`config.mk`:
```
export PLATFORM = sky130hd
export DESIGN_NAME = fmps_sequencer
export DESIGN_NICKNAME = d
export VERILOG_FILES = /design/src/inc/fmps_pkg.sv /design/src/design/fmps_pulse_timer.sv /design/src/design/fmps_accumulator.sv /design/src/design/fmps_sequencer.sv
export SDC_FILE = /design/constraint.sdc
export NUM_CORES = 2
export LEC_CHECK = 0
export ABC_AREA = 1
export BUFFER_PORTS_ARGS = -buffer_cell sky130_fd_sc_hd__buf_4
export CAP_MARGIN = 20
export CORE_MARGIN = 2
export CORE_UTILIZATION = 55
export DETAILED_ROUTE_END_ITERATION = 10
export PLACE_DENSITY = 0.71
export RECOVER_POWER = 100
export SYNTH_ARGS = -nofsm -noshare
export SYNTH_HDL_FRONTEND = slang
export SYNTH_HIERARCHICAL = 1
export SYNTH_SLANG_ARGS = --single-unit
```
`constraint.sdc`:
```
create_clock -name mclk -period 31 [get_ports mclk]
set_input_delay 0 -clock mclk [delete_from_list [all_inputs] [get_ports mclk]]
set_output_delay 0 -clock mclk [all_outputs]
set_load 0.005 [all_outputs]
```
`src/inc/fmps_pkg.sv`:
```
// constants, register map and state type for the float-mode pulse sequencer
// assumes a 50 MHz system clock and a 16-bit register write/read port
// Summary of operation
// - precondition time per slot from 5-bit field, bits 12:8 of 0x5E / 0x59
// - 10-bit float period in us: low byte 0x31/0x36, top bits 0x37
// - connect window lasts 5-bit microsecond field, bits 12:8 of 0x30 / 0x35
// - first dump at 8-bit offset; first float = offset - precondition
// - integration lasts 5-bit field bits 15:11; software sets connect plus one
// - integrator start offset in 31.25 ns steps, 11-bit field
// - pulse count per sample from bits 15:8 of 0x31 / 0x36
// - LED mode uses even count of equal pulses, LED lit in one per pair
// - per-position LED firing taken from pattern field in 0x5A bits 15:8
// - add/subtract choices from 0x58, repeated every group of four pulses
// - accumulate all pulses, then exactly one data write of the total
// - slot runs float operation when its LED-select field in 0x14 is zero
// - photodiode floats between connect pulses when float-enable field is three
// - first-pair code two subtracts first pulse and adds second
// - second-pair code one adds third pulse and subtracts fourth
// - float LED choice bits 15:14 of 0x3E / 0x3F: none, LED1, LED2, LED3
package fmps_pkg;
  // timing
  localparam int CLK_PERIOD_PS = 20000;
  localparam int US_PS = 1000000;
  localparam int STEP_PS = 31250;
  localparam int US_CYCLES = US_PS / CLK_PERIOD_PS;
  localparam int TW = 20;
  // register file
  localparam int NREG = 16;
  localparam int AW = 7;
  localparam int IDX_LED_SEL = 0;
  localparam int IDX_A_DUMP = 1;
  localparam int IDX_A_PERCNT = 2;
  localparam int IDX_B_DUMP = 3;
  localparam int IDX_B_PERCNT = 4;
  localparam int IDX_PER_HI = 5;
  localparam int IDX_A_INTEG = 6;
  localparam int IDX_B_INTEG = 7;
  localparam int IDX_A_CHOICE = 8;
  localparam int IDX_B_CHOICE = 9;
  localparam int IDX_A_AFE = 10;
  localparam int IDX_B_AFE = 11;
  localparam int IDX_MATH = 12;
  localparam int IDX_B_FLT = 13;
  localparam int IDX_FIRE = 14;
  localparam int IDX_A_FLT = 15;
  localparam logic [NREG-1:0][AW-1:0] REG_ADDRS = {
    7'h5E, 7'h5A, 7'h59, 7'h58, 7'h45, 7'h43, 7'h3F, 7'h3E,
    7'h3B, 7'h39, 7'h37, 7'h36, 7'h35, 7'h31, 7'h30, 7'h14};
  localparam logic [15:0] REG_RESET = 16'h0000;
  // field positions
  localparam int PRECON_LSB = 8;
  localparam int FLTEN_LSB = 13;
  localparam int PERLO_LSB = 0;
  localparam int PERHI_A_LSB = 0;
  localparam int PERHI_B_LSB = 8;
  localparam int CNT_LSB = 8;
  localparam int CONN_LSB = 8;
  localparam int DUMP_LSB = 0;
  localparam int IW_LSB = 11;
  localparam int IOFF_LSB = 0;
  localparam int CHOICE_LSB = 14;
  localparam int LEDSEL_A_LSB = 0;
  localparam int LEDSEL_B_LSB = 2;
  localparam int MATH12_A_LSB = 1;
  localparam int MATH12_B_LSB = 5;
  localparam int MATH34_A_LSB = 8;
  localparam int MATH34_B_LSB = 10;
  localparam int FIRE_A_LSB = 8;
  localparam int FIRE_B_LSB = 12;
  // field codes
  localparam logic [1:0] FLTEN_ON = 2'h3;
  localparam logic [1:0] LEDSEL_FLOAT = 2'h0;
  localparam logic [1:0] CHOICE_NONE = 2'h0;
  typedef enum logic [2:0] {
    FMPS_IDLE, FMPS_SETUP, FMPS_RUN, FMPS_WAIT_RES, FMPS_WRITE
  } fmps_state_t;
endpackage

```
`src/design/fmps_pulse_timer.sv`:
```
// pulse-relative cycle counter for one float pulse
// assumes the caller restarts it at each pulse and stops it at the pulse end
`timescale 1ns/10ps
module fmps_pulse_timer #(
  parameter int TW = fmps_pkg::TW
) (
  // clock and reset
  input wire logic mclk,
  input wire logic rst,
  // control
  input wire logic restart,
  input wire logic run,
  input wire logic [TW-1:0] end_cyc,
  // status
  output logic [TW-1:0] pos,
  output logic last
);
  typedef struct packed {
    logic [TW-1:0] pos;
  } fmps_tmr_t;
  fmps_tmr_t cur;
  fmps_tmr_t next_cur;

  // restart wins so a new pulse never inherits the old count
  always_comb begin
    next_cur = cur;
    if (restart) begin
      next_cur.pos = '0;
    end else if (run) begin
      next_cur.pos = cur.pos + TW'(1);
    end
  end

  always_ff @(posedge mclk or posedge rst) begin
    if (rst) begin
      cur <= '0;
    end else begin
      cur <= next_cur;
    end
  end

  assign pos = cur.pos;
  assign last = run && (cur.pos + TW'(1) >= end_cyc);
endmodule

```
`src/design/fmps_accumulator.sv`:
```
// signed add/subtract accumulator for pulse results
// assumes one result per enable; clear has priority over accumulate
`timescale 1ns/10ps
module fmps_accumulator #(
  parameter int RW = 14,
  parameter int ACC_W = 27
) (
  // clock and reset
  input wire logic mclk,
  input wire logic rst,
  // control
  input wire logic clr,
  input wire logic en,
  input wire logic sub,
  input wire logic [RW-1:0] din,
  // running total
  output logic [ACC_W-1:0] acc
);
  typedef struct packed {
    logic [ACC_W-1:0] acc;
  } fmps_acc_t;
  fmps_acc_t cur;
  fmps_acc_t next_cur;
  logic [ACC_W-1:0] ext;

  // wraps silently on overflow; width sized for a full sample period
  always_comb begin
    next_cur = cur;
    ext = {{(ACC_W-RW){1'b0}}, din};
    if (clr) begin
      next_cur.acc = '0;
    end else if (en) begin
      next_cur.acc = sub ? cur.acc - ext : cur.acc + ext;
    end
  end

  always_ff @(posedge mclk or posedge rst) begin
    if (rst) begin
      cur <= '0;
    end else begin
      cur <= next_cur;
    end
  end

  assign acc = cur.acc;
endmodule

```
`src/design/fmps_sequencer.sv`:
```
// float-mode pulse sequencer: register file, slot A/B timing, LED firing,
// add/subtract accumulation and one data write per float-mode slot with a nonzero pulse count per sample period
// assumes register port and ADC result strobe are synchronous to mclk
`timescale 1ns/10ps
module fmps_sequencer #(
  parameter int RW = 14,
  parameter int ACC_W = 27
) (
  // clock and reset
  input wire logic mclk,
  input wire logic rst,
  // register port
  input wire logic reg_wr,
  input wire logic reg_rd,
  input wire logic [fmps_pkg::AW-1:0] reg_addr,
  input wire logic [15:0] reg_wdata,
  output logic [15:0] reg_rdata,
  // sample control
  input wire logic sample_start,
  output logic busy,
  // front end timing
  output logic precondition_on,
  output logic float_on,
  output logic connect_on,
  output logic integrate_on,
  output logic [2:0] led_drive,
  output logic active_slot,
  // pulse results from the integrator path
  input wire logic result_valid,
  input wire logic [RW-1:0] result,
  // data or fifo write
  output logic data_wr,
  output logic data_slot,
  output logic [ACC_W-1:0] data_value
);
  localparam int TW = fmps_pkg::TW;

  typedef struct packed {
    logic [fmps_pkg::NREG-1:0][15:0] rf;
    logic [15:0] rdata;
    fmps_pkg::fmps_state_t st;
    logic slot;
    logic first;
    logic [7:0] pnum;
    logic [7:0] pulses;
    logic [TW-1:0] precon_c;
    logic [TW-1:0] dump_c;
    logic [TW-1:0] conn_c;
    logic [TW-1:0] integ_at;
    logic [TW-1:0] integ_c;
    logic [TW-1:0] end_c;
    logic [TW-1:0] lead;
    logic pre;
    logic flt;
    logic con;
    logic integ;
    logic [2:0] led;
    logic wr;
    logic wslot;
    logic [ACC_W-1:0] wval;
    logic bsy;
  } fmps_seq_t;

  fmps_seq_t cur;
  fmps_seq_t next_cur;

  // microseconds to clock cycles
  function automatic logic [TW-1:0] us2c(input logic [9:0] us);
    us2c = TW'(int'(us) * fmps_pkg::US_CYCLES);
  endfunction

  // 31.25 ns steps to cycles, rounded down
  function automatic logic [TW-1:0] step2c(input logic [10:0] st);
    step2c = TW'((int'(st) * fmps_pkg::STEP_PS) / fmps_pkg::CLK_PERIOD_PS);
  endfunction

  // per-slot field fetch
  logic [15:0] r_dump;
  logic [15:0] r_percnt;
  logic [15:0] r_integ;
  logic [15:0] r_flt;
  logic [15:0] r_choice;
  logic [9:0] period_us;
  logic [1:0] led_sel;
  logic [1:0] flt_en;
  logic [3:0] fire_pat;
  logic [1:0] math12;
  logic [1:0] math34;
  logic [1:0] choice;
  logic float_mode;

  always_comb begin
    r_dump = cur.slot ? cur.rf[fmps_pkg::IDX_B_DUMP] : cur.rf[fmps_pkg::IDX_A_DUMP];
    r_percnt = cur.slot ? cur.rf[fmps_pkg::IDX_B_PERCNT] : cur.rf[fmps_pkg::IDX_A_PERCNT];
    r_integ = cur.slot ? cur.rf[fmps_pkg::IDX_B_INTEG] : cur.rf[fmps_pkg::IDX_A_INTEG];
    r_flt = cur.slot ? cur.rf[fmps_pkg::IDX_B_FLT] : cur.rf[fmps_pkg::IDX_A_FLT];
    r_choice = cur.slot ? cur.rf[fmps_pkg::IDX_B_CHOICE] : cur.rf[fmps_pkg::IDX_A_CHOICE];
    // upper period bits sit in a shared register
    period_us = {cur.rf[fmps_pkg::IDX_PER_HI][(cur.slot ? fmps_pkg::PERHI_B_LSB
                  : fmps_pkg::PERHI_A_LSB) +: 2], r_percnt[fmps_pkg::PERLO_LSB +: 8]};
    led_sel = cur.rf[fmps_pkg::IDX_LED_SEL][(cur.slot ? fmps_pkg::LEDSEL_B_LSB
                : fmps_pkg::LEDSEL_A_LSB) +: 2];
    flt_en = r_flt[fmps_pkg::FLTEN_LSB +: 2];
    fire_pat = cur.rf[fmps_pkg::IDX_FIRE][(cur.slot ? fmps_pkg::FIRE_B_LSB
                 : fmps_pkg::FIRE_A_LSB) +: 4];
    math12 = cur.rf[fmps_pkg::IDX_MATH][(cur.slot ? fmps_pkg::MATH12_B_LSB
               : fmps_pkg::MATH12_A_LSB) +: 2];
    math34 = cur.rf[fmps_pkg::IDX_MATH][(cur.slot ? fmps_pkg::MATH34_B_LSB
               : fmps_pkg::MATH34_A_LSB) +: 2];
    choice = r_choice[fmps_pkg::CHOICE_LSB +: 2];
    // slot floats only with no LED source and float enabled
    float_mode = (led_sel == fmps_pkg::LEDSEL_FLOAT)
                 && (flt_en == fmps_pkg::FLTEN_ON);
  end

  // register lookup
  logic hit;
  logic [3:0] hit_idx;
  always_comb begin
    hit = 1'b0;
    hit_idx = '0;
    for (int i = 0; i < fmps_pkg::NREG; i++) begin
      if (reg_addr == fmps_pkg::REG_ADDRS[i]) begin
        hit = 1'b1;
        hit_idx = 4'(i);
      end
    end
  end

  // submodules
  logic [TW-1:0] pos;
  logic last;
  logic tmr_restart;
  logic tmr_run;
  logic acc_clr;
  logic acc_en;
  logic acc_sub;
  logic [ACC_W-1:0] acc;
  logic [1:0] grp_pos;

  assign grp_pos = cur.pnum[1:0];
  assign tmr_run = (cur.st == fmps_pkg::FMPS_RUN);
  assign tmr_restart = (cur.st == fmps_pkg::FMPS_SETUP)
                       || (cur.st == fmps_pkg::FMPS_WAIT_RES);
  assign acc_clr = (cur.st == fmps_pkg::FMPS_SETUP);
  assign acc_en = (cur.st == fmps_pkg::FMPS_WAIT_RES) && result_valid;
  // bit 1 subtracts first of the pair, bit 0 the second; the pair pattern
  // repeats every four pulses
  assign acc_sub = grp_pos[1] ? math34[grp_pos[0] ? 0 : 1]
                              : math12[grp_pos[0] ? 0 : 1];

  fmps_pulse_timer #(.TW(TW)) u_timer (
    .mclk(mclk),
    .rst(rst),
    .restart(tmr_restart),
    .run(tmr_run),
    .end_cyc(cur.end_c),
    .pos(pos),
    .last(last)
  );

  fmps_accumulator #(.RW(RW), .ACC_W(ACC_W)) u_acc (
    .mclk(mclk),
    .rst(rst),
    .clr(acc_clr),
    .en(acc_en),
    .sub(acc_sub),
    .din(result),
    .acc(acc)
  );

  // next pulse timing for pulses after the first
  logic [TW-1:0] nxt_dump;
  logic [TW-1:0] nxt_integ_at;
  logic [TW-1:0] dump0;
  logic [TW-1:0] ioff0;
  logic [TW-1:0] integ0_end;
  logic [TW-1:0] conn0_end;
  logic [TW-1:0] nxt_integ_end;
  logic [TW-1:0] nxt_conn_end;
  always_comb begin
    dump0 = us2c({2'h0, r_dump[fmps_pkg::DUMP_LSB +: 8]});
    ioff0 = step2c(r_integ[fmps_pkg::IOFF_LSB +: 11]);
    integ0_end = ioff0 + us2c({5'h00, r_integ[fmps_pkg::IW_LSB +: 5]});
    conn0_end = dump0 + us2c({5'h00, r_dump[fmps_pkg::CONN_LSB +: 5]});
    // later pulses keep the integrator lead relative to the dump
    nxt_dump = us2c(period_us);
    nxt_integ_at = (nxt_dump > cur.lead) ? nxt_dump - cur.lead : '0;
    nxt_integ_end = nxt_integ_at + cur.integ_c;
    nxt_conn_end = nxt_dump + cur.conn_c;
  end

  // sequencer
  always_comb begin
    next_cur = cur;
    next_cur.wr = 1'b0;
    next_cur.pre = 1'b0;
    next_cur.flt = 1'b0;
    next_cur.con = 1'b0;
    next_cur.integ = 1'b0;
    next_cur.led = '0;
    if (reg_wr && hit) begin
      next_cur.rf[hit_idx] = reg_wdata;
    end
    if (reg_rd) begin
      next_cur.rdata = hit ? cur.rf[hit_idx] : '0;
    end
    unique case (cur.st)
      fmps_pkg::FMPS_IDLE: begin
        if (sample_start) begin
          next_cur.slot = 1'b0;
          next_cur.st = fmps_pkg::FMPS_SETUP;
        end
      end
      fmps_pkg::FMPS_SETUP: begin
        next_cur.pulses = r_percnt[fmps_pkg::CNT_LSB +: 8];
        next_cur.precon_c = us2c({5'h00, r_flt[fmps_pkg::PRECON_LSB +: 5]});
        next_cur.conn_c = us2c({5'h00, r_dump[fmps_pkg::CONN_LSB +: 5]});
        next_cur.integ_c = us2c({5'h00, r_integ[fmps_pkg::IW_LSB +: 5]});
        next_cur.dump_c = dump0;
        next_cur.integ_at = ioff0;
        next_cur.lead = (dump0 > ioff0) ? dump0 - ioff0 : '0;
        next_cur.end_c = (integ0_end > conn0_end) ? integ0_end : conn0_end;
        next_cur.first = 1'b1;
        next_cur.pnum = '0;
        if (float_mode && (r_percnt[fmps_pkg::CNT_LSB +: 8] != 8'h00)) begin
          next_cur.st = fmps_pkg::FMPS_RUN;
        end else if (!cur.slot) begin
          next_cur.slot = 1'b1;
        end else begin
          next_cur.st = fmps_pkg::FMPS_IDLE;
        end
      end
      fmps_pkg::FMPS_RUN: begin
        // windows relative to pulse start; first pulse opens with precondition
        next_cur.pre = cur.first && (pos < cur.precon_c);
        next_cur.flt = (pos >= (cur.first ? cur.precon_c : '0))
                       && (pos < cur.dump_c);
        next_cur.con = (pos >= cur.dump_c)
                       && (pos < cur.dump_c + cur.conn_c);
        next_cur.integ = (pos >= cur.integ_at)
                         && (pos < cur.integ_at + cur.integ_c);
        // LED lit during float on pattern positions only
        if (next_cur.flt && fire_pat[grp_pos] && (choice != fmps_pkg::CHOICE_NONE)) begin
          next_cur.led[choice - 2'h1] = 1'b1;
        end
        if (last) begin
          next_cur.st = fmps_pkg::FMPS_WAIT_RES;
        end
      end
      fmps_pkg::FMPS_WAIT_RES: begin
        if (result_valid) begin
          next_cur.pnum = cur.pnum + 8'h01;
          next_cur.first = 1'b0;
          next_cur.dump_c = nxt_dump;
          next_cur.integ_at = nxt_integ_at;
          next_cur.end_c = (nxt_integ_end > nxt_conn_end) ? nxt_integ_end : nxt_conn_end;
          if (cur.pnum + 8'h01 == cur.pulses) begin
            next_cur.st = fmps_pkg::FMPS_WRITE;
          end else begin
            next_cur.st = fmps_pkg::FMPS_RUN;
          end
        end
      end
      fmps_pkg::FMPS_WRITE: begin
        // single write per slot per sample period, total of all pulses
        next_cur.wr = 1'b1;
        next_cur.wval = acc;
        next_cur.wslot = cur.slot;
        if (!cur.slot) begin
          next_cur.slot = 1'b1;
          next_cur.st = fmps_pkg::FMPS_SETUP;
        end else begin
          next_cur.st = fmps_pkg::FMPS_IDLE;
        end
      end
      default: begin
        next_cur.st = fmps_pkg::FMPS_IDLE;
      end
    endcase
    // busy kept in a flop so the port carries no state decode
    next_cur.bsy = (next_cur.st != fmps_pkg::FMPS_IDLE);
  end

  always_ff @(posedge mclk or posedge rst) begin
    if (rst) begin
      cur <= '0;
      cur.st <= fmps_pkg::FMPS_IDLE;
      cur.rf <= {fmps_pkg::NREG{fmps_pkg::REG_RESET}};
    end else begin
      cur <= next_cur;
    end
  end

  // outputs straight from state flops
  assign reg_rdata = cur.rdata;
  assign busy = cur.bsy;
  assign precondition_on = cur.pre;
  assign float_on = cur.flt;
  assign connect_on = cur.con;
  assign integrate_on = cur.integ;
  assign led_drive = cur.led;
  assign active_slot = cur.slot;
  assign data_wr = cur.wr;
  assign data_slot = cur.wslot;
  assign data_value = cur.wval;
endmodule

```
# After elaboration in Yosys (flattened, before gate mapping)
# Cells that the tools add are included.
# classes
addsub	13
n_mul	6
div	1
magnitude_cmp	18
n_eq_ne	25
n_shift	5
mux	90
reduce_logical	25
# ops
cell	n
$bwmux 256	1
$mux 20	10
$pmux 20 s2	3
$mux 16	6
$mux 27	3
$add 20x20->20	4
$ge 20x20->1	4
$lt 20x20->1	4
$bmux 16 s4	1
$demux 16 s4	1
$mux 4	16
$eq 7x6->1 const B	9
$eq 7x7->1 const B	6
$gt 20x20->1	2
$div 32x16->32 const B	1
$shiftx 16x5->2	2
$mul 5x5->10 const B	3
$mux 1	29
$mux 29	1
$add 27x14->27	1
$sub 27x14->27	1
$mul 11x14->25 const B	1
$mux 3	8
$add 14x20->20	1
other kinds (44)	65
# word_totals
register_bits	514
in_bits	43
output_inout_bits	54
elab_cells	223

# Depth between registers and ports, before layout
# depth
ltp_word	21
ltp_mapped	132
ltp_nobuf	125

# Cells and area by module
# The synthesis kept the hierarchy.
# modules_own_cells
module	n_inst	cells_per_inst	area_each_um2	seq_area_each_um2
fmps_sequencer	1	4799	35586.6	10885.4
fmps_accumulator	1	592	3397.0	675.6
fmps_pulse_timer	1	283	1864.3	500.5

# Worst setup path before layout
# Ideal clock, no wire load.
# synth_path
kind	register -> register
start	register cur (netlist bit active_slot)
end	register cur[61] (netlist bit)
setup_ns	0.122
t_arrival_ns	15.458
t_required_ns	30.878
setup_slack_ns	15.420
path_stages_with_launch	114
path_buffers	12
path_cell_list	dfrtp_1 clkbuf_1 clkbuf_1 inv_1 clkbuf_1 clkbuf_1 or2_2 o21ai_0 inv_1 fa_1 ha_1 inv_1 fa_1 inv_1 fa_1 fa_1 ha_1 nand2_1 (+78 left out) nand2_1 a21oi_1 o31ai_1 nand2_1 nand2_1 a21oi_1 xor2_1 ha_1 nand2_1 nor3_1 nand4_1 nor2_1 nor2_1 a21oi_1 clkbuf_1 nand3_1 nand3_1 a21oi_1
# synth_via
elab_chain_cells	10
# synth_lines
element	line	source
start: declaration	fmps_sequencer.sv:64	fmps_seq_t cur;
start signal: assignment	fmps_sequencer.sv:291	cur <= next_cur;
parallel branches: the longest is 9 deep, another holds $div 32x16->32	-	
$pmux 20 s2 (*)	fmps_sequencer.sv:208	unique case (cur.st)
# Mark *: on every way between the ends. The select of a mux whose other input is x is not followed.
# A chain may end at the register's enable or synchronous reset.

# Worst setup path in the final report
# layout_path
start	register cur (netlist bit active_slot)
end	register cur[58] (netlist bit)
# The elaborated chain is that of the path after synthesis.

==> reports/metrics.yaml <==
outcome:
  run_status: "finished with violations"
  failed_checks: "hold timing, capacitance limit, slew limit"
routing:
  detail-route-antenna-nets: 0
  post-route-drc-count: 0
  vias_per_cell: 5.67
  drt-total-wl_um: 129000
  detailed_route_via_count: 38027
  avgRoutedWirePerCell_um: 19.2
  wl_met1_um: 55500
  dr.pass1.iters: 7
  drt_iter0_markers: 3397
  met3RoutedLength_um: 9690
  uppermost_layer_routed: "met5"
  route.met2.wl_um: 57200
global_routing:
  global_route.usage.total_pct: 33.1
  grt_antenna_before_repair: 1
  grt_pass1_vias: 35494
  wire_length_of_the_first_global_routing_pass_um: 201000
  grt-ovfl-total: 0
  largest_net_degree_at_the_start_of_global_routing: 91
synth:
  synthDominantAreaCellType: "dfrtp_1"
  synth.area.top_cells: "dfrtp_1, ha_1, nand2_1"
  synth.net_count: 6211
  synth_cell_type_count: 74
  synth.cell_area_mm2: 0.0408
  synth_edf_count: 0
  synthesis.yosys.warnings: 6
  ys_async_rst_share_pct: 100
  most_numerous_cell_in_the_yosys_netlist: "nand2_1"
  synth-seq-area-share_pct: 29.5
  synthesis.area_per_instance_um2: 7.20
  synth_top_area_share_pct: 29.5
  synth.ff_latch_count: 482
  syn-instance-count: 5674
  yosys_most_used_dff: "dfrtp_1"
  post_synth_most_frequent_cells: "nand2_1, inv_1, dfrtp_1"
clocking:
  cts_max_path_buffers: 3
  clk_transition_reported_paths_ps: 70
  clock_latency_late_sink_ps: 650
  sink_count_of_the_clock_tree: 482
  cts-root-buf: "clkbuf_16"
  clock_tree_from_tritoncts: "yes"
  cts_post_setup_buffers_inserted: 0
  tritoncts.num_buffers: 55
  cts-htree-levels: 2
setup_path:
  worst_path_max_delay_cell: "dfrtp_1"
  critical_path.reg2reg.startpoint: "active_slot"
  timing.critical_path.mode_cell: "nand2_1"
  ff2ff_path_depth: 112
  critPathArrivalTime_ps: 23390
  r2r_setup_slack_ps: 8170
  timing_worst_setup_path_type: "reg -> reg"
  crit-reg2reg-capture: "cur[58]"
  worstPathMaxFanout: 36
  cp.required_ps: 31570
  timing.critical_path.slowest_cell_delay_ps: 1220
  critical_path.endpoint_type: "flip-flop"
  kind_of_start_point_of_the_critical_path: "flip-flop"
sta:
  setup_violations: 0
  final.setup.tns_ps: 0
  hold_viol_final: 11
  worst_hold_slack_ps: -57.1
  post-route-period-util_pct: 73.6
  timing.slew.headroom_pct: -204
  period_minus_slack_ps: 22830
  worst-slew-pin-transition_ps: 4570
  worst_clock_skew_ps: 27.6
  max_clock_freq_mhz: 43.8
  drv_slew: 1062
  rsz_0062_raised_after_global_routing: "no"
placed_design:
  port_buffers: 96
  post-dp-hpwl_um: 98100
  detailed_place.area_mm2: 0.0421
  gp_congestion: 1.00
worst_hold_path:
  whs_endpoint: "cur[357]"
  timing.hold.worst.start: "reg_addr[0]"
  min_delay_path_depth: 6
  min_path_type: "in -> reg"
final_layout:
  syn2layout_area_growth_pct: 7.63
  layout.nets: 6238
  post-route-util_pct: 60.1
  layout.filler_cells: 6861
  sequential_cell_area_in_the_final_layout_mm2: 0.0121
  fin_area_mm2: 0.0440
  share_of_cells_above_drive_strength_1_pct: 7.00
  multi_input_comb_area_mm2: 0.0246
floorplan:
  initial_core_util_pct: 55.8
  dieHeight_um: 277
  die_width_um: 277
  dieArea_mm2: 0.0765
  core_region_area_mm2: 0.0732
  pin_count: 97
  row_count: 99
job:
  max-cap-violations: 23
==> sequential cells by signal, summed over array words and instances (netlist names), 3 cells and up <==
register	count
reg_rdata	16
u_timer/pos	20
u_acc/acc	27
cur	381
data_value	27
led_drive	3
==> final cells by class <==
cell class	instances	area share, %
antenna	1	0.00569
clock buffer	76	3.58
clock inverter	26	0.811
inverter	796	6.80
multi-input combinational	4182	55.9
sequential	482	27.4
tap	959	2.73
timing repair buffer	184	2.77
==> layer usage <==
metal,GRT usage (%),vias to the layer above
met5,0,-
met4,13.9,2
met3,4.78,296
met2,52.9,1420
met1,45.0,17838
li1,-,18471
==> cells in the final DEF, fill, tap and decap left out, types with 9 or more instances in the layout <==
master         Yosys  layout
xor2_1           129     129
nand2_1         1480    1499
a21oi_1          266     269
dfrtp_1          482     482
o21bai_1          33      33
nand3_2           16      15
ha_1             444     444
clkbuf_16          0      55
clkbuf_4           0      35
fa_1              50      50
inv_1            754     758
nand3b_1          10      10
nor2_4            14      14
nand3_1          276     278
clkbuf_1         137      70
and2_1            10      10
o22ai_1          114     114
nor2_2            28      25
xnor2_1           42      42
a21o_1             9       9
nor3_1            61      61
nor4_1            12      11
o21ai_0          462     465
clkinv_2           1      12
o31ai_1           39      39
dlygate4sd3_1      0      24
inv_2             37      32
nand2_2           70      60
or2_2             30      30
clkbuf_8           0      12
buf_4             51      63
mux2i_1           11      11
nand4_1           46      46
o21ai_1           19      16
nor2_1           403     406
==> worst max path at each step <==
stage / from / depth (start not counted) / slack [ps] / endpoint
floorplan: active_slot / 113 / 15420 / cur[61]
global placement: active_slot / 110 / 13650 / cur[58]
finish: active_slot / 112 / 8170 / cur[58]
global route: active_slot / 112 / 5520 / cur[58]
detailed placement: active_slot / 109 / 13250 / cur[58]
CTS: active_slot / 109 / 13200 / cur[58]
==> what timing repair did <==
| action | 4_1_cts | 5_1_grt |
|---|---|---|
| gates resized for setup | 0 | 0 |
| hold buffers | 20 | 4 |
| endpoints found under the hold margin | 356 | 4 |
==> critical path: cells and delay by family, from the launching register on <==
kind,cells,cell delay (ps)
xor+xnor,1,250
buf+inv,17,3060
flops,1,1220
compound gates,14,3660
fa+ha+maj,8,2860
simple gates,72,11620
==> logic make-up (layout without fill, tap and decap cells) <==
logic type / after synthesis / in the layout / share of synthesized area, %
other: 0 / 1 / 0
muxes: 11 / 11 / 0.270
DFF: 482 / 482 / 29.5
xor gates and xnor gates: 174 / 174 / 3.79
and+or+nand+nor: 2497 / 2497 / 26.6
AOI/OAI and AO/OA: 1006 / 1006 / 13.8
adders and majority gates: 494 / 494 / 16.1
buffers and inverters: 1010 / 1082 / 10.0
==> per-stage QoR <==
| step | hold slack [ps] | std cells | setup WS (ps) |
|---|---|---|---|
| finish | -57.1 | 6706 | 8170 |
| global route | -24.4 | 6705 | 5520 |
| CTS | 5.60 | 6690 | 13200 |
| detailed placement | 63.3 | 6568 | 13250 |
| global placement | 200 | 6566 | 13650 |
| floorplan | -36.2 | 5674 | 15420 |
Power is left out: the tool's default activity adds up to more than one toggle a clock period on the data nets, which glitch-free logic cannot reach.
